[config.mk]
export PLATFORM = sky130hd
export DESIGN_NAME = uart_interrupt_prioritizer
export DESIGN_NICKNAME = d
export VERILOG_FILES = /design/src/uart_irq_pkg.sv /design/src/uart_interrupt_prioritizer.sv
export VERILOG_INCLUDE_DIRS = /design/src /design/src/src
export SDC_FILE = /design/constraint.sdc
export NUM_CORES = 1
export LEC_CHECK = 0
export BUFFER_PORTS_ARGS = -buffer_cell sky130_fd_sc_hd__buf_2
export CORE_MARGIN = 10
export CORE_UTILIZATION = 45
export CTS_BUF_LIST = sky130_fd_sc_hd__clkbuf_2
export DETAILED_ROUTE_END_ITERATION = 8
export GPL_TIMING_DRIVEN = 1
export PLACE_DENSITY = 0.82
export SLEW_MARGIN = 20
export SYNTH_ARGS = -nofsm -noshare
export SYNTH_HDL_FRONTEND = slang
export SYNTH_SLANG_ARGS = --single-unit
[constraint.sdc]
create_clock -name i_ref_clk -period 5.8 [get_ports i_ref_clk]
set_input_delay 1.45 -clock i_ref_clk [delete_from_list [all_inputs] [get_ports i_ref_clk]]
set_output_delay 1.45 -clock i_ref_clk [all_outputs]
set_load 0.02 [all_outputs]
[src/uart_irq_consts.svh]
// register offsets, field positions, reset values and status codes for the
// uart interrupt prioritizer; assumes a 32-bit word-aligned apb register map
`ifndef UART_IRQ_CONSTS_SVH
`define UART_IRQ_CONSTS_SVH

`define IRQ_OFF_ENABLE 12'h000
`define IRQ_OFF_STATUS 12'h004
`define IRQ_OFF_FIFO_CTRL 12'h008
`define IRQ_OFF_ENH_FUNC 12'h00C
`define IRQ_OFF_LINE_STATUS 12'h010
`define IRQ_OFF_MODEM_STATUS 12'h014
`define IRQ_OFF_RX_DATA 12'h018
`define IRQ_OFF_TX_DATA 12'h01C
`define IRQ_OFF_EVENT 12'h020

`define IRQ_ENABLE_RESET 8'h00
`define IRQ_FIFO_CTRL_RESET 8'h00
`define IRQ_ENH_FUNC_RESET 8'h00

`define IRQ_EN_RX 0
`define IRQ_EN_TX 1
`define IRQ_EN_LINE 2
`define IRQ_EN_MODEM 3
`define IRQ_EN_SLEEP 4
`define IRQ_EN_XOFF 5
`define IRQ_EN_RTS 6
`define IRQ_EN_CTS 7
`define IRQ_FCR_ENABLE 0
`define IRQ_FCR_WAKE 3
`define IRQ_EFR_ENHANCED 4
`define IRQ_EFR_AUTO_RTS 6
`define IRQ_EFR_AUTO_CTS 7
`define IRQ_ENHANCED_MODE_SELECT_FIFO_ERR 6

`define IRQ_CODE_LINE 6'h06
`define IRQ_CODE_TIMEOUT 6'h0C
`define IRQ_CODE_RX 6'h04
`define IRQ_CODE_TX 6'h02
`define IRQ_CODE_MODEM 6'h00
`define IRQ_CODE_FLOWCHAR 6'h10
`define IRQ_CODE_CTSRTS 6'h20
`define IRQ_CODE_NONE 6'h01

`define IRQ_TRIG_L0 6'd8
`define IRQ_TRIG_L1 6'd16
`define IRQ_TRIG_L2 6'd24
`define IRQ_TRIG_L3 6'd28

// timeout span: four characters plus twelve bit times, counted in bit ticks
`define IRQ_TIMEOUT_CHARS 4
`define IRQ_TIMEOUT_BITS 12

`endif

[src/uart_irq_pkg.sv]
// types shared by the uart interrupt prioritizer
// assumes uart_irq_consts.svh is available on the include path
package uart_irq_pkg;

  // receive and transmit status from the serial datapath
  typedef struct packed {
    logic [5:0] rx_level;
    logic rx_push;
    logic rx_overrun;
    logic [2:0] head_err;
    logic fifo_err;
    logic tx_hold_empty;
    logic tx_all_empty;
  } line_in_t;

  typedef enum logic [1:0] {
    SLEEP_AWAKE = 2'b00,
    SLEEP_ASLEEP = 2'b01
  } sleep_state_t;

endpackage : uart_irq_pkg

[src/uart_interrupt_prioritizer.sv]
// interrupt enable, prioritised interrupt status and line status of a uart
// with 32-entry fifos; apb slave, datapath reaches it through level/event pins
// assumes datapath inputs are synchronous to i_ref_clk
//
// Functional notes
// - fifo and rx enable: rx interrupt while fill at or above trigger
// - data ready bit follows non-empty receive fifo
// - enables 0-3 zero with fifo on gives polled mode via line status
// - line status: latched line error, head error type, tx empty, all empty, fifo error
// - enable bit 0 gates receive ready interrupt, fifo or holding mode
// - enable bit 1 gates transmit ready, raised at once if already empty
// - enable bit 2 gates line status: overrun at once, errors by mode
// - enable bit 3 gates modem interrupt from any of four change bits
// - upper enable bits act only with enhanced bit 4 set
// - all enable bits reset to zero
// - cts or rts rising edge under auto control raises flow edge source
// - timeout after four chars plus twelve bits, cleared by data read
// - transmit ready cleared by status read or transmit data write
// - line source cleared by line status read; rx by level drop
// - flow char cleared by status read, special also by next character
// - modem and edge cleared by modem read; wake cleared by status read
// - six-bit code priority: line, timeout, rx, tx, modem, char, edge, none
// - status read reports highest pending only; it also clears lower tx and char, and wake, others stay queued
// - status bit 0 low while a coded source is pending, high when idle or only wake is pending, resets high
// - status bits 4 and 5 flag char match and cts/rts edge when enhanced
// - status bits 7:6 both follow fifo enable
// - fifo control bit 0 enables fifos, resets to off
// - receive trigger 8, 16, 24 or 28 by fifo control bits 7:6
`timescale 1ns/1ps
`include "uart_irq_consts.svh"

module uart_interrupt_prioritizer
  import uart_irq_pkg::*;
#(
  parameter int unsigned TIMEOUT_TICKS_W = 10
) (
  input wire logic i_ref_clk,
  input wire logic i_rst,
  input wire logic psel,
  input wire logic penable,
  input wire logic pwrite,
  input wire logic [11:0] paddr,
  input wire logic [31:0] pwdata,
  output logic [31:0] prdata,
  output logic pready,
  output logic pslverr,
  input wire line_in_t i_line,
  input wire logic i_bit_tick,
  input wire logic [3:0] i_modem_delta,
  input wire logic i_xon_xoff_match,
  input wire logic i_special_match,
  input wire logic i_cts_level,
  input wire logic i_rts_level,
  input wire logic i_wake_event,
  input wire logic [7:0] i_rx_char,
  input wire logic [5:0] i_tx_trigger,
  output logic o_rx_read,
  output logic o_tx_write,
  output logic [7:0] o_tx_char,
  output logic o_irq,
  output logic o_sleep_en
);

  // ***********************************************************
  // bus decode
  // ***********************************************************
  logic acc;
  logic wr;
  logic rd;
  logic known;
  assign acc = psel & penable;
  assign wr = acc & pwrite;
  assign rd = acc & ~pwrite;
  assign pready = 1'b1;
  assign known = (paddr <= `IRQ_OFF_EVENT) && (paddr[1:0] == 2'b00);
  assign pslverr = acc & ~known;

  function automatic logic hit(input logic [11:0] a, input logic [11:0] off);
    hit = (a == off);
  endfunction : hit

  logic rd_status;
  logic rd_line;
  logic rd_modem;
  logic rd_data;
  logic wr_data;
  assign rd_status = rd & hit(paddr, `IRQ_OFF_STATUS);
  assign rd_line = rd & hit(paddr, `IRQ_OFF_LINE_STATUS);
  assign rd_modem = rd & hit(paddr, `IRQ_OFF_MODEM_STATUS);
  assign rd_data = rd & hit(paddr, `IRQ_OFF_RX_DATA);
  assign wr_data = wr & hit(paddr, `IRQ_OFF_TX_DATA);
  assign o_rx_read = rd_data;
  assign o_tx_write = wr_data;

  // ***********************************************************
  // control registers
  // ***********************************************************
  logic [7:0] enable_r;
  logic [7:0] fifo_ctrl_r;
  logic [7:0] enh_r;
  logic [7:0] enhanced_mode_select_r;
  logic [7:0] tx_char_r;

  always_ff @(posedge i_ref_clk or posedge i_rst) begin
    if (i_rst) begin
      enable_r <= `IRQ_ENABLE_RESET;
      fifo_ctrl_r <= `IRQ_FIFO_CTRL_RESET;
      enh_r <= `IRQ_ENH_FUNC_RESET;
      enhanced_mode_select_r <= 8'h00;
      tx_char_r <= 8'h00;
    end else if (wr) begin
      if (hit(paddr, `IRQ_OFF_ENABLE)) begin
        enable_r <= pwdata[7:0];
      end
      if (hit(paddr, `IRQ_OFF_FIFO_CTRL)) begin
        fifo_ctrl_r <= pwdata[7:0];
      end
      if (hit(paddr, `IRQ_OFF_ENH_FUNC)) begin
        enh_r <= pwdata[7:0];
      end
      if (hit(paddr, `IRQ_OFF_EVENT)) begin
        enhanced_mode_select_r <= pwdata[7:0];
      end
      if (wr_data) begin
        tx_char_r <= pwdata[7:0];
      end
    end
  end
  assign o_tx_char = tx_char_r;

  logic fifo_on;
  logic enh_on;
  logic [7:0] en_eff;
  assign fifo_on = fifo_ctrl_r[`IRQ_FCR_ENABLE];
  assign enh_on = enh_r[`IRQ_EFR_ENHANCED];
  // upper enables are masked unless enhanced functions are unlocked
  assign en_eff = {enable_r[7:4] & {4{enh_on}}, enable_r[3:0]};
  assign o_sleep_en = en_eff[`IRQ_EN_SLEEP];

  function automatic logic [5:0] trig_level(input logic [1:0] sel);
    unique case (sel)
      2'b00: trig_level = `IRQ_TRIG_L0;
      2'b01: trig_level = `IRQ_TRIG_L1;
      2'b10: trig_level = `IRQ_TRIG_L2;
      2'b11: trig_level = `IRQ_TRIG_L3;
    endcase
  endfunction : trig_level

  // ***********************************************************
  // level sources
  // ***********************************************************
  logic rx_level_hit;
  logic data_ready;
  // non-fifo mode has a one-deep holding register: any fill counts
  assign rx_level_hit = fifo_on ? (i_line.rx_level >= trig_level(fifo_ctrl_r[7:6]))
                                : (i_line.rx_level != 6'd0);
  assign data_ready = (i_line.rx_level != 6'd0);

  // ***********************************************************
  // sticky sources
  // ***********************************************************
  logic line_r;
  logic tx_r;
  logic tx_empty_d;
  logic tx_en_d;
  logic tx_cond;
  logic tx_set;
  logic err_set;

  assign tx_cond = fifo_on ? (i_line.tx_hold_empty || i_tx_trigger == 6'd0)
                           : i_line.tx_hold_empty;
  // raise on becoming empty, or when the enable is turned on while empty
  assign tx_set = (tx_cond & ~tx_empty_d) |
                  (tx_cond & en_eff[`IRQ_EN_TX] & ~tx_en_d);
  // error reporting point chosen by enhanced mode select bit 6
  assign err_set = i_line.rx_overrun |
                   (enhanced_mode_select_r[`IRQ_ENHANCED_MODE_SELECT_FIFO_ERR] ? (i_line.rx_push & i_line.fifo_err)
                                                : (i_line.head_err != 3'b000));

  always_ff @(posedge i_ref_clk or posedge i_rst) begin
    if (i_rst) begin
      tx_empty_d <= 1'b1;
      tx_en_d <= 1'b0;
    end else begin
      tx_empty_d <= tx_cond;
      tx_en_d <= en_eff[`IRQ_EN_TX];
    end
  end

  // line-status source; a new error wins over a simultaneous clear
  always_ff @(posedge i_ref_clk or posedge i_rst) begin
    if (i_rst) begin
      line_r <= 1'b0;
    end else if (err_set) begin
      line_r <= 1'b1;
    end else if (rd_line) begin
      line_r <= 1'b0;
    end
  end

  always_ff @(posedge i_ref_clk or posedge i_rst) begin
    if (i_rst) begin
      tx_r <= 1'b0;
    end else if (tx_set) begin
      tx_r <= 1'b1;
    end else if (rd_status | wr_data) begin
      tx_r <= 1'b0;
    end
  end

  logic [3:0] modem_r;
  always_ff @(posedge i_ref_clk or posedge i_rst) begin
    if (i_rst) begin
      modem_r <= 4'h0;
    end else begin
      modem_r <= (rd_modem ? 4'h0 : modem_r) | i_modem_delta;
    end
  end

  // flow-control edges, only under automatic control
  logic cts_d;
  logic rts_d;
  logic edge_set;
  logic edge_r;
  assign edge_set = (i_cts_level & ~cts_d & enh_r[`IRQ_EFR_AUTO_CTS] & en_eff[`IRQ_EN_CTS]) |
                    (i_rts_level & ~rts_d & enh_r[`IRQ_EFR_AUTO_RTS] & en_eff[`IRQ_EN_RTS]);
  always_ff @(posedge i_ref_clk or posedge i_rst) begin
    if (i_rst) begin
      cts_d <= 1'b0;
      rts_d <= 1'b0;
      edge_r <= 1'b0;
    end else begin
      cts_d <= i_cts_level;
      rts_d <= i_rts_level;
      if (edge_set) begin
        edge_r <= 1'b1;
      end else if (rd_modem) begin
        edge_r <= 1'b0;
      end
    end
  end

  logic xon_r;
  logic spec_r;
  always_ff @(posedge i_ref_clk or posedge i_rst) begin
    if (i_rst) begin
      xon_r <= 1'b0;
      spec_r <= 1'b0;
    end else begin
      if (i_xon_xoff_match) begin
        xon_r <= 1'b1;
      end else if (rd_status) begin
        xon_r <= 1'b0;
      end
      if (i_special_match) begin
        spec_r <= 1'b1;
      end else if (rd_status | i_line.rx_push) begin
        spec_r <= 1'b0;
      end
    end
  end

  logic wake_r;
  always_ff @(posedge i_ref_clk or posedge i_rst) begin
    if (i_rst) begin
      wake_r <= 1'b0;
    end else if (i_wake_event & fifo_ctrl_r[`IRQ_FCR_WAKE] & enh_on) begin
      wake_r <= 1'b1;
    end else if (rd_status) begin
      wake_r <= 1'b0;
    end
  end

  // ***********************************************************
  // receive timeout
  // ***********************************************************
  // span in bit ticks; char length taken as ten bits, a fixed approximation
  localparam logic [TIMEOUT_TICKS_W-1:0] TIMEOUT_SPAN =
    TIMEOUT_TICKS_W'(`IRQ_TIMEOUT_CHARS * 10 + `IRQ_TIMEOUT_BITS);
  logic [TIMEOUT_TICKS_W-1:0] to_cnt_r;
  logic timeout_r;
  always_ff @(posedge i_ref_clk or posedge i_rst) begin
    if (i_rst) begin
      to_cnt_r <= '0;
      timeout_r <= 1'b0;
    end else begin
      if (i_line.rx_push | rd_data | ~data_ready) begin
        to_cnt_r <= '0;
      end else if (i_bit_tick && to_cnt_r != TIMEOUT_SPAN) begin
        to_cnt_r <= to_cnt_r + 1'b1;
      end
      if (fifo_on & data_ready & i_bit_tick &&
          to_cnt_r == TIMEOUT_SPAN - 1'b1) begin
        timeout_r <= 1'b1;
      end else if (rd_data) begin
        timeout_r <= 1'b0;
      end
    end
  end

  // ***********************************************************
  // priority encoder
  // ***********************************************************
  logic p_line;
  logic p_to;
  logic p_rx;
  logic p_tx;
  logic p_modem;
  logic p_char;
  logic p_edge;
  logic [5:0] code;
  assign p_line = line_r & en_eff[`IRQ_EN_LINE];
  assign p_to = timeout_r & en_eff[`IRQ_EN_RX];
  assign p_rx = rx_level_hit & en_eff[`IRQ_EN_RX];
  assign p_tx = tx_r & en_eff[`IRQ_EN_TX];
  assign p_modem = (modem_r != 4'h0) & en_eff[`IRQ_EN_MODEM];
  assign p_char = (xon_r | spec_r) & en_eff[`IRQ_EN_XOFF];
  assign p_edge = edge_r & (en_eff[`IRQ_EN_CTS] | en_eff[`IRQ_EN_RTS]);

  always_comb begin
    // only the top pending source is shown; a status read still clears a lower tx or char source
    if (p_line) code = `IRQ_CODE_LINE;
    else if (p_to) code = `IRQ_CODE_TIMEOUT;
    else if (p_rx) code = `IRQ_CODE_RX;
    else if (p_tx) code = `IRQ_CODE_TX;
    else if (p_modem) code = `IRQ_CODE_MODEM;
    else if (p_char) code = `IRQ_CODE_FLOWCHAR;
    else if (p_edge) code = `IRQ_CODE_CTSRTS;
    else code = `IRQ_CODE_NONE;
  end

  logic any_pending;
  assign any_pending = p_line | p_to | p_rx | p_tx | p_modem | p_char | p_edge;

  always_ff @(posedge i_ref_clk or posedge i_rst) begin
    if (i_rst) begin
      o_irq <= 1'b0;
    end else begin
      o_irq <= any_pending | (wake_r & enh_on & fifo_ctrl_r[`IRQ_FCR_WAKE]);
    end
  end

  // ***********************************************************
  // read data
  // ***********************************************************
  logic [7:0] line_status;
  // polled mode needs no extra logic: status stays readable with enables zero
  assign line_status = {i_line.fifo_err, i_line.tx_all_empty, i_line.tx_hold_empty,
                        i_line.head_err, line_r,
                        data_ready};

  always_ff @(posedge i_ref_clk or posedge i_rst) begin
    if (i_rst) begin
      prdata <= 32'h0000_0000;
    end else if (psel & ~penable & ~pwrite) begin
      unique case (paddr)
        `IRQ_OFF_ENABLE: prdata <= {24'h000000, enable_r};
        `IRQ_OFF_STATUS: prdata <= {24'h000000, {2{fifo_on}}, code};
        `IRQ_OFF_FIFO_CTRL: prdata <= {24'h000000, fifo_ctrl_r};
        `IRQ_OFF_ENH_FUNC: prdata <= {24'h000000, enh_r};
        `IRQ_OFF_LINE_STATUS: prdata <= {24'h000000, line_status};
        `IRQ_OFF_MODEM_STATUS: prdata <= {28'h0000000, modem_r};
        `IRQ_OFF_RX_DATA: prdata <= {24'h000000, i_rx_char};
        default: prdata <= 32'h0000_0000;
      endcase
    end
  end

  // ***********************************************************
  // checks
  // ***********************************************************
  status_idle_a: assert property (@(posedge i_ref_clk) disable iff (i_rst)
    !(any_pending | wake_r) |-> code == `IRQ_CODE_NONE)
    else $error("idle status code wrong");
  enable_mask_a: assert property (@(posedge i_ref_clk) disable iff (i_rst)
    en_eff == 8'h00 && !fifo_ctrl_r[`IRQ_FCR_WAKE] |=> !o_irq)
    else $error("irq with all enables off");
  line_first_a: assert property (@(posedge i_ref_clk) disable iff (i_rst)
    p_line |-> code == `IRQ_CODE_LINE)
    else $error("line source not top priority");
  tx_clear_a: assert property (@(posedge i_ref_clk) disable iff (i_rst)
    tx_r && wr_data && !tx_set |=> !tx_r)
    else $error("tx ready not cleared by write");
  modem_clear_a: assert property (@(posedge i_ref_clk) disable iff (i_rst)
    rd_modem && i_modem_delta == 4'h0 && !edge_set |=> modem_r == 4'h0 && !edge_r)
    else $error("modem read did not clear");
  upper_gate_a: assert property (@(posedge i_ref_clk) disable iff (i_rst)
    !enh_on |-> en_eff[7:4] == 4'h0)
    else $error("upper enables active without enhanced bit");
  rx_trigger_a: assert property (@(posedge i_ref_clk) disable iff (i_rst)
    fifo_on && en_eff[0] && (i_line.rx_level >= `IRQ_TRIG_L3 ||
    (fifo_ctrl_r[7:6] == 2'b00 && i_line.rx_level >= `IRQ_TRIG_L0)) |-> p_rx)
    else $error("rx trigger not raised");
  line_sticky_a: assert property (@(posedge i_ref_clk) disable iff (i_rst)
    err_set |=> line_r)
    else $error("error not latched");

endmodule : uart_interrupt_prioritizer

## Yosys cells after proc, flatten, opt, wreduce, memory -nomap -nowiden

Cells that the tools add are included.

- Input port bits: 87
- Flip-flop bits (word level): 97
- Output and inout bits: 46

- Muxes and demuxes: 28
- Bitwise gates (word level): 60
- Add/subtract/negate cells: 1
- Eq/ne operators: 13
- Reduce and logical (&&, ||, !) cells: 24
- Order comparisons: 2

Operator list:

| cell | count |
|---|---|
| 8-bit one-hot mux with 7 select lines | 1 |
| 12-bit by 5-bit equality test with 1-bit output (second input constant) | 4 |
| 6-bit two-way mux | 7 |
| 1-bit bitwise AND | 34 |
| 12-bit by 4-bit equality test with 1-bit output (second input constant) | 2 |
| 6-bit one-hot mux with 4 select lines | 1 |
| 10-bit two-way mux | 2 |
| 1-bit two-way mux | 16 |
| 1-bit OR | 16 |
| 2-bit nonzero test | 8 |
| 12-bit by 3-bit equality test with 1-bit output (second input constant) | 1 |
| 12-bit by 6-bit equality test with 1-bit output (second input constant) | 1 |
| 12-bit by 6-bit <= comparator with 1-bit output (second input constant) | 1 |
| 12-bit logical NOT | 1 |
| 10-bit by 1-bit adder with 10-bit output (second input constant) | 1 |
| 10-bit by 6-bit equality test with 1-bit output (second input constant) | 1 |
| 10-bit by 6-bit != test with 1-bit output (second input constant) | 1 |
| 2-bit AND reduction | 5 |
| 1-bit NOT | 8 |
| 6-bit >= comparator | 1 |
| 6-bit logical NOT | 1 |
| 6-bit nonzero test | 1 |
| 4-bit bitwise AND | 1 |
| 2-bit equality test (second input constant) | 2 |
| other kinds (8) | 11 |

## Depth between registers and ports, before layout

Gate-level depths: netlist of the first run.

- Word-level depth: 11
- Gate-level depth with buffers: 7
- Gate-level depth less buffers: 7

## Worst setup path after synthesis of the first run

No wires, ideal clock.

- Path kind: input -> output
- Start point: input paddr[9]
- End point: output o_rx_read
- Setup slack: 1.305 ns
- Stages on the path: 4
- Buffers on the path: 1
- Data arrival time: 3.045 ns
- Cells stage by stage: or4_4 or3_1 buf_6 nor3_1

- Cells in the longest elaborated chain, start to end: 2

RTL lines:

| what | RTL line | RTL |
|---|---|---|
| from (decl) | uart_interrupt_prioritizer.sv:42 | `input wire logic [11:0] paddr,` |
| 12-bit by 5-bit equality test with 1-bit output | uart_interrupt_prioritizer.sv:79 | `hit = (a == off);` |
| 1-bit bitwise AND | uart_interrupt_prioritizer.sv:90 | `` assign rd_data = rd & hit(paddr, `IRQ_OFF_RX_DATA); `` |
| to (decl) | uart_interrupt_prioritizer.sv:57 | `output logic o_rx_read,` |

Every way passes these cells.

## Worst setup path in the final report of the first run

Ends and elaborated chain as after synthesis.

==> results of run 1 <==
worst max-delay path by stage:
stage,from,endpoint
floorplan,paddr[9],o_rx_read
global placement,paddr[9],o_rx_read
detailed placement,paddr[9],o_rx_read
CTS,paddr[9],o_rx_read
global route,paddr[9],o_rx_read
finish,paddr[9],o_rx_read
final cells by class:
type / count / area (um2) / area share, %
multi-input combinational: 254 / 1810 / 42.9
sequential: 67 / 1680 / 39.9
timing repair buffer: 84 / 423 / 10.0
tap: 102 / 128 / 3.03
antenna: 1 / 2.50 / 0.0594
inverter: 9 / 33.8 / 0.802
clock inverter: 7 / 92.6 / 2.20
clock buffer: 9 / 45.0 / 1.07
stage by stage:
stage / total power (uW) / area [um2] / hold slack (ns) / worst slack (ns)
after global placement: 573 / 4070 / 0.435 / 1.13
after detailed placement: 576 / 4070 / 0.458 / 1.12
after floorplan: 549 / 3770 / 0.404 / 1.31
final: 886 / 4210 / 0.511 / 1.09
after global routing: 925 / 4210 / 0.514 / 1.04
after CTS: 890 / 4210 / 0.498 / 1.12
registers in the layout, summed over array words and instances (netlist names), 4 cells and up:
name / cells
enh_r: 8
o_tx_char: 8
to_cnt_r: 10
enable_r: 8
fifo_ctrl_r: 8
modem_r: 4
prdata: 8
synthesized netlist by cell type (all sizes together), types with 6 or more instances:
master | instances | share of area [%]
nor2 | 24 | 2.4
o21ai | 11 | 1.5
xnor2 | 8 | 1.9
mux2i | 10 | 2.7
nor3 | 10 | 1.5
clkbuf | 7 | 0.71
inv | 9 | 0.92
mux2 | 36 | 12
nand2b | 7 | 1.2
buf | 31 | 6.2
or3 | 6 | 1.2
and2 | 7 | 1.2
dfrtp | 66 | 45
nand2 | 24 | 2.4
cell families after synthesis:
logic type | count (synthesis) | synth area share (%)
XOR/XNOR | 8 | 1.90
flip-flops | 67 | 45.5
AO/OA/AOI/OAI | 58 | 11.3
AND/OR/NAND/NOR | 111 | 16.5
adder cells (fa/ha/maj) | 5 | 1.70
other | 2 | 0.204
multiplexers | 47 | 15.1
buffers and inverters | 47 | 7.80
where the power goes:
group	internal, uW	switching (uW)
clock network	141	176
logic	32.2	63.6
registers	471	2.35
total	645	242
metal layers:
layer	track usage (%)	part of all wire, %
met1	20.3	41
met2	24.7	47
met3	5.13	10
met4	5.53	1.8
met5	0	0
worst max-delay path, stage by stage:
cell	delay, ns
buf_2	0.10
or4_4	0.54
or3_1	0.51
nor3_1	0.41
buf_2	0.25
cells in the final DEF, fill, tap and decap left out, types with 8 or more instances in the layout:
master,netlist,final
inv_1,9,8
clkbuf_2,0,9
nor3_1,9,9
mux2i_1,10,10
mux2_2,28,28
nor2_1,24,24
xnor2_1,8,8
buf_2,2,83
dfrtp_1,66,66
mux2_4,8,8
conb_1,2,25
nand2_1,24,24
o21ai_0,11,11
==> reports/results.ini, run 1 <==
[synth]
yosys_warnings=0
ys.flop_type=dfrtp_1
ys_seq_elements=67
async_flop_share_pct=100
synth-edff-count=0
syn_area_mm2=0.00369
avgSynthCellArea_um2=10.7
synthCells=345
ys_seq_area_share_pct=45.5
synth.distinct_cells=58

[pwr]
leakage_uw=0.00205
p_per_area_mw_per_mm2=211
ir_drop_mv=0.108

[setup_path]
startpoint_type=primary input
crit_path_end_kind=primary output
reg2reg_depth=7
timing.rr.end=prdata[4]
r2r-start=fifo_ctrl_r[6]
worst_ep_arrival_time_ns=3.26
crit_fanout=8
cp_data_required_time_ns=4.35
worstSetupPathType=in2out
ff2ff_setup_slack_ns=3.71

[floorplanning]
die_x_um=111
core_area_mm2=0.00785
die_area_mm2=0.0122
pin_count=133
die_h_um=111
rows=32
initial_utilization_pct=47.0

[route]
totalWireLength_mm=9.95
drtIter0Drc=180
via_count=3006
vias_per_cell=5.64
wl_per_cell_um=18.7
drtPass1Iterations=5
ant_nets=0
drc=0

[min_path]
hold_end=tx_en_d
hold_start=enable_r[1]
hold_path_class=reg2reg
hold_depth=0

[sta]
max_clock_freq_mhz=212
period_share_pct=81.2
slew-limit-headroom_pct=44.7
fin_tns_setup_ns=0
final_max_slew_viol_count=0
rsz0062_at_grt=false
final_hold_viol_count=0
setup_viol=0
tightestPinTransition_ns=0.830
skew_ns=0.0297
post-route-min-period_ns=4.71

[clock_network]
cts_resized=0
clockBufferDepth=2
htreeDepth=3
cts_setup_buffers=0
path_clk_slew_ns=0.21
clock-root-buffer=clkbuf_2
cts_sinks=67
cts_made_buffers=9
clk-insertion-delay-late_ns=0.52
tritoncts=done
cts_hold_buf=0

[global_route]
grt_usage_pct=15.9
antenna_found_initial=1
grt_max_degree=68
grt_pass1_wl_mm=16.1
grt_pass1_vias=3078
grt_overflow_total=0

[placement]
place_inst=516
dp.final_hpwl_mm=7.87
globalplace.congestion=0.922
port_buffers=83

[layout]
syn2layout_area_growth_pct=14.2
fin_cells=533
nNetsFinal=517
fillers=720
fin_util_pct=53.7
drive_above_1_share_pct=33.5

[status]
outcome=finished clean

[run]
maxCapViolCount=0

(Power assumes the default switching activity.)
==> run 2: changes to the inputs <==
==> constraint.sdc (replaced) <==
create_clock -name i_ref_clk -period 4.4 [get_ports i_ref_clk]
set_input_delay 1.1 -clock i_ref_clk [delete_from_list [all_inputs] [get_ports i_ref_clk]]
set_output_delay 1.1 -clock i_ref_clk [all_outputs]
set_load 0.02 [all_outputs]
==> run 2 against run 1 <==
Compared with the run above:
- flip-flop and latch count is the same
- worst setup slack lost 0.69 ns
- cell area shrank 0.56%
- critical path depth is the same
- non-clock buffer count is the same
- routed wire length shrank 0.41%
- clock skew grew 0.0072 ns
- die area is the same
- sequential share of layout area grew 0.23 points
==> reports/results.ini, run 2 (synthesis gave the netlist of run 1 again) <==
[pwr]
p_per_area_mw_per_mm2=268  ; +27%
swShare_pct=28.9  ; +1.6 points
clkPwrFrac_pct=33.1  ; -2.7 points
comb_power_share_pct=11.2  ; +0.4 points
power_frac_seq_pct=55.6  ; +2.2 points
internal_power_uw=798  ; +24%
power.switching_uw=324  ; +34%
leakage_uw=0.00205  ; -0.25%
ir_drop_mv=0.159  ; +47%

[setup_path]
path_delay_family=simple AND/OR/NAND/NOR gates
worst_ep_arrival_time_ns=2.90  ; -0.36 ns
cp_data_required_time_ns=3.30  ; -1.05 ns
startpoint_type=primary input
reg2reg_depth=5  ; -2
r2r-start=to_cnt_r[6]
cp_slowest_cell=or4_4
crit_fanout=8  ; unchanged
worstSetupPathType=in2out
cp_common_cell=buf_2
path_buf_inv=2  ; unchanged
ff2ff_setup_slack_ns=2.25  ; -1.46 ns
crit_path_end_kind=primary output
worstPathCellList=buf_2, or4_4, or3_1, nor3_1, buf_2
timing.rr.end=to_cnt_r[9]
slowest_delay_ns=0.53  ; about the same

[sta]
skew_ns=0.0368  ; +0.00715 ns
fin_tns_setup_ns=0  ; unchanged
slew-limit-headroom_pct=39.8  ; -4.9 points
setup_viol=0  ; unchanged
final_max_slew_viol_count=0  ; unchanged
post-route-min-period_ns=4.00
rsz0062_at_grt=false
period_share_pct=90.8
holdWs_ns=0.474  ; -0.0371 ns
max_clock_freq_mhz=250
tightestPinTransition_ns=0.904  ; +0.0735 ns
final_hold_viol_count=0  ; unchanged

[route]
vias_per_cell=5.52  ; -2.1%
drc=0  ; unchanged
via_count=2938  ; -2.3%
drtIter0Drc=236  ; +31%
ant_nets=0  ; unchanged
wl_per_cell_um=18.6  ; -0.22%
drtPass1Iterations=5  ; unchanged
totalWireLength_mm=9.91  ; -0.41%

[clock_network]
cts_sinks=67  ; unchanged
cts_resized=0  ; unchanged
cts_hold_buf=0  ; unchanged
clockBufferDepth=2  ; unchanged
clock-root-buffer=clkbuf_2
htreeDepth=3  ; unchanged
cts_setup_buffers=0  ; unchanged
tritoncts=done
cts_made_buffers=9  ; unchanged
path_clk_slew_ns=0.20  ; about the same
clk-insertion-delay-late_ns=0.52  ; about the same

[min_path]
hold_path_class=reg2reg
hold_depth=0  ; unchanged
hold_start=enable_r[1]
hold_end=tx_en_d

[layout]
layout_common_cells=buf_2 (83), dfrtp_1 (66), mux2_2 (28)
largest-register=to_cnt_r
nNetsFinal=517  ; unchanged
layout_commonest_cell=buf_2
drive_above_1_share_pct=34.0  ; +0.47 points
largest_reg_flops=10  ; unchanged
antennaDiodeCount=0  ; -1
design_area_mm2=0.00419  ; -0.56%
syn2layout_area_growth_pct=13.5
fin_cells=532  ; -0.19%

[global_route]
grt_overflow_total=0  ; unchanged
grt_max_degree=54  ; -21%
grt_pass1_vias=3056  ; -0.71%
grt_pass1_wl_mm=15.9  ; -1.3%
grt_usage_pct=15.8  ; -0.15 points
antenna_found_initial=0  ; -1

[floorplanning]
pin_count=133  ; unchanged
die_h_um=111  ; unchanged
initial_utilization_pct=47.0  ; unchanged
core_area_mm2=0.00785  ; unchanged
rows=32  ; unchanged
die_area_mm2=0.0122  ; unchanged
die_x_um=111  ; unchanged

[run]
maxCapViolCount=0  ; unchanged

[placement]
place_inst=516  ; unchanged
globalplace.congestion=0.919  ; -0.28%
placed_cell_area_mm2=0.00407  ; unchanged
dp.final_hpwl_mm=7.74  ; -1.7%
port_buffers=83  ; unchanged

[status]
outcome=finished clean

==> run 2: worst register-to-register path, stage by stage (launching register included) <==
cell and delay (ns):
dfrtp_1 0.47, or3_1 0.41, o311ai_1 0.76, nor3_1 0.17, xnor2_1 0.19, nor2_1 0.06
==> run 2: power groups by stage <==
stage	clock [uW]	combinational [uW]	sequential, uW
final	371	126	624
after global routing	402	139	625
after CTS	375	124	624
after detailed placement	0	124	635
after global placement	0	121	635
after floorplan	0	89.8	634
==> run 2: stage by stage <==
stage,utilization (%),worst slack [ns],power [uW]
global route,53.3,0.309,1170
global placement,51.9,0.431,756
detailed placement,51.9,0.426,759
floorplan,-,0.605,724
CTS,53.3,0.418,1120
finish,53.3,0.404,1120
==> run 2: layout make-up <==
type	instances	area (um2)
Fill cell	719	3660
Multi-Input combinational cell	254	1810
Sequential cell	67	1680
Timing Repair Buffer	84	423
Tap cell	102	128
Clock inverter	6	65.1
Clock buffer	10	50.0
Inverter	9	35.0
==> run 2: how the worst max path moves through the flow <==
stage / start / endpoint / depth (start not counted)
4_1_cts: paddr[9] / o_rx_read / 5
2_1_floorplan: paddr[9] / o_rx_read / 4
6_report: paddr[9] / o_rx_read / 5
3_3_place_gp: paddr[9] / o_rx_read / 5
3_5_place_dp: paddr[9] / o_rx_read / 5
5_1_grt: paddr[9] / o_rx_read / 5
==> run 2: metal layers <==
layer | wire (um) | up-vias | part of all wire (%) | global-route usage [%]
met4 | 183 | 0 | 1.8 | 5.18
met1 | 4230 | 1398 | 43 | 20.6
li1 | - | 1356 | - | -
met5 | 0 | - | 0 | 0
met2 | 4500 | 163 | 45 | 23.9
met3 | 1010 | 21 | 10 | 5.35
==> run 3: changes to the inputs <==
==> constraint.sdc (replaced) <==
create_clock -name i_ref_clk -period 4 [get_ports i_ref_clk]
set_input_delay 1 -clock i_ref_clk [delete_from_list [all_inputs] [get_ports i_ref_clk]]
set_output_delay 1 -clock i_ref_clk [all_outputs]
set_load 0.02 [all_outputs]
==> run 3 against run 2 <==
Compared with the run above:
- clock power is 5% lower
- routed wire length grew 0.10%
- clock skew fell by 0.012 ns
- register-to-register slack got worse by 0.43 ns
- critical path type unchanged
- largest cell class unchanged
- highest routed layer unchanged
==> reports/results.ini, run 3 (synthesis gave the netlist of run 1 again) <==
[layout]
fin_cells=534  ; +0.38%
antennaDiodeCount=0  ; unchanged
layout_commonest_cell=buf_2
largest_reg_flops=10  ; unchanged
syn2layout_area_growth_pct=13.4  ; about the same
nNetsFinal=519  ; +0.39%
fillers=718  ; -0.14%
layout_common_cells=buf_2 (83), dfrtp_1 (66), mux2_2 (28)
design_area_mm2=0.00418  ; about the same
drive_above_1_share_pct=34.3  ; +0.31 points
largest-register=to_cnt_r

[sta]
skew_ns=0.0249  ; -0.0119 ns
slew-limit-headroom_pct=40.6  ; +0.89 points
setup_ws_ns=0.299  ; -0.105 ns
tightestPinTransition_ns=0.876  ; -0.0272 ns
final_hold_viol_count=0  ; unchanged
fin_tns_setup_ns=0  ; unchanged
post-route-min-period_ns=3.70
period_share_pct=92.5
rsz0062_at_grt=false
max_clock_freq_mhz=270
setup_viol=0  ; unchanged
final_max_slew_viol_count=0  ; unchanged

[global_route]
grt_pass1_vias=3012  ; -1.4%
grt_use_met3_pct=4.32  ; -1.0 points
grt_overflow_total=0  ; unchanged
grt_pass1_wl_mm=15.5  ; -2.3%
grtUsageMet2_pct=23.5  ; -0.43 points
grt_usage_pct=15.4  ; -0.36 points
top_usage_layer=met2
grt_use_met1_pct=20.3  ; -0.28 points
antenna_found_initial=0  ; unchanged
grt_max_degree=39  ; -28%

[run]
maxCapViolCount=0  ; unchanged

[setup_path]
slowest_delay_ns=0.53  ; about the same
worstPathCellList=buf_2, or4_4, or3_1, buf_4, nor2_1, nand3_1, inv_1, buf_2
reg2reg_depth=5  ; unchanged
crit_fanout=7  ; -1
worstSetupPathType=in2out
r2r-start=to_cnt_r[6]
timing.rr.end=to_cnt_r[8]
path_buf_inv=4  ; +2
cp_common_cell=buf_2
worst_ep_arrival_time_ns=2.70  ; -0.20 ns
cp_slowest_cell=or4_4
path_delay_family=simple AND/OR/NAND/NOR gates
crit_path_end_kind=primary output
startpoint_type=primary input
cp-startpoint=paddr[9]
cp_data_required_time_ns=3.00  ; -0.30 ns
ff2ff_setup_slack_ns=1.82  ; -0.43 ns

[clock_network]
clk-insertion-delay-late_ns=0.51  ; about the same
cts_sinks=67  ; unchanged
clock-root-buffer=clkbuf_2
htreeDepth=3  ; unchanged
clockBufferDepth=2  ; unchanged
cts_setup_buffers=0  ; unchanged
cts_made_buffers=9  ; unchanged
cts_hold_buf=0  ; unchanged
cts_resized=0  ; unchanged
path_clk_slew_ns=0.21  ; about the same
tritoncts=done

[route]
wl_per_cell_um=18.6  ; -0.27%
vias_per_cell=5.54  ; +0.41%
drtPass1Iterations=5  ; unchanged
drc=0  ; unchanged
via_count=2961  ; +0.78%
ant_nets=0  ; unchanged
totalWireLength_mm=9.92  ; +0.10%
drtIter0Drc=204  ; -14%

[floorplanning]
die_h_um=111  ; unchanged
pin_count=133  ; unchanged
die_x_um=111  ; unchanged
core_area_mm2=0.00785  ; unchanged
initial_utilization_pct=47.0  ; unchanged
rows=32  ; unchanged
die_area_mm2=0.0122  ; unchanged

[placement]
globalplace.congestion=0.913  ; -0.73%
pre_cts_ws_ns=0.298  ; -0.128 ns
port_buffers=83  ; unchanged
place_inst=518  ; +0.39%
dp.final_hpwl_mm=7.81  ; +0.94%
placed_cell_area_mm2=0.00409  ; +0.37%

[min_path]
hold_path_class=reg2reg
hold_start=enable_r[1]
hold_end=tx_en_d
hold_depth=0  ; unchanged

[pwr]
leakage_uw=0.00205  ; about the same
p_per_area_mw_per_mm2=282  ; +5.1%
p_total_uw=1180  ; +5.0%
ir_drop_mv=0.132  ; -17%

[status]
outcome=finished clean

-- run 3: cell count changes in the layout (fill, tap and decap cells not counted), sizes merged --
cell | before | now
buf | 84 | 86
bufinv | 1 | 0
clkbuf | 10 | 9
clkinv | 4 | 5
inv | 9 | 10
-- run 3: worst max path at each step --
stage	end	slack [ns]	cells after the start
floorplan	o_rx_read	0.41	4
global placement	o_tx_write	0.32	8
detailed placement	o_tx_write	0.30	8
CTS	o_tx_write	0.29	8
global route	o_tx_write	0.22	8
finish	o_tx_write	0.30	8
-- run 3: area by class of cell --
cell class	count	area, um2	share of cell area (%)
multi-input combinational	254	1810	43.2
inverter	9	33.8	0.808
tap	102	128	3.05
timing repair buffer	86	438	10.5
clock buffer	9	45.0	1.08
clock inverter	7	52.6	1.26
sequential	67	1680	40.1
-- run 3: layer usage --
metal	routed length (um)	share of wire (%)
met4	98	0.99
met5	0	0
met3	924	9.3
met1	4270	43
met2	4630	47
-- run 3: power by group --
group          switching (uW)  total [uW]  internal (uW)
clock                     268         353           85.0
combinational            90.6         138           47.3
sequential               3.08         687            683
total                     362        1180            816
-- run 3: stage by stage --
step / utilization (%) / hold WS, ns
after floorplan: - / 0.404
after global placement: 52.1 / 0.435
after detailed placement: 52.1 / 0.434
after CTS: 53.3 / 0.456
after global routing: 53.3 / 0.487
final: 53.3 / 0.469
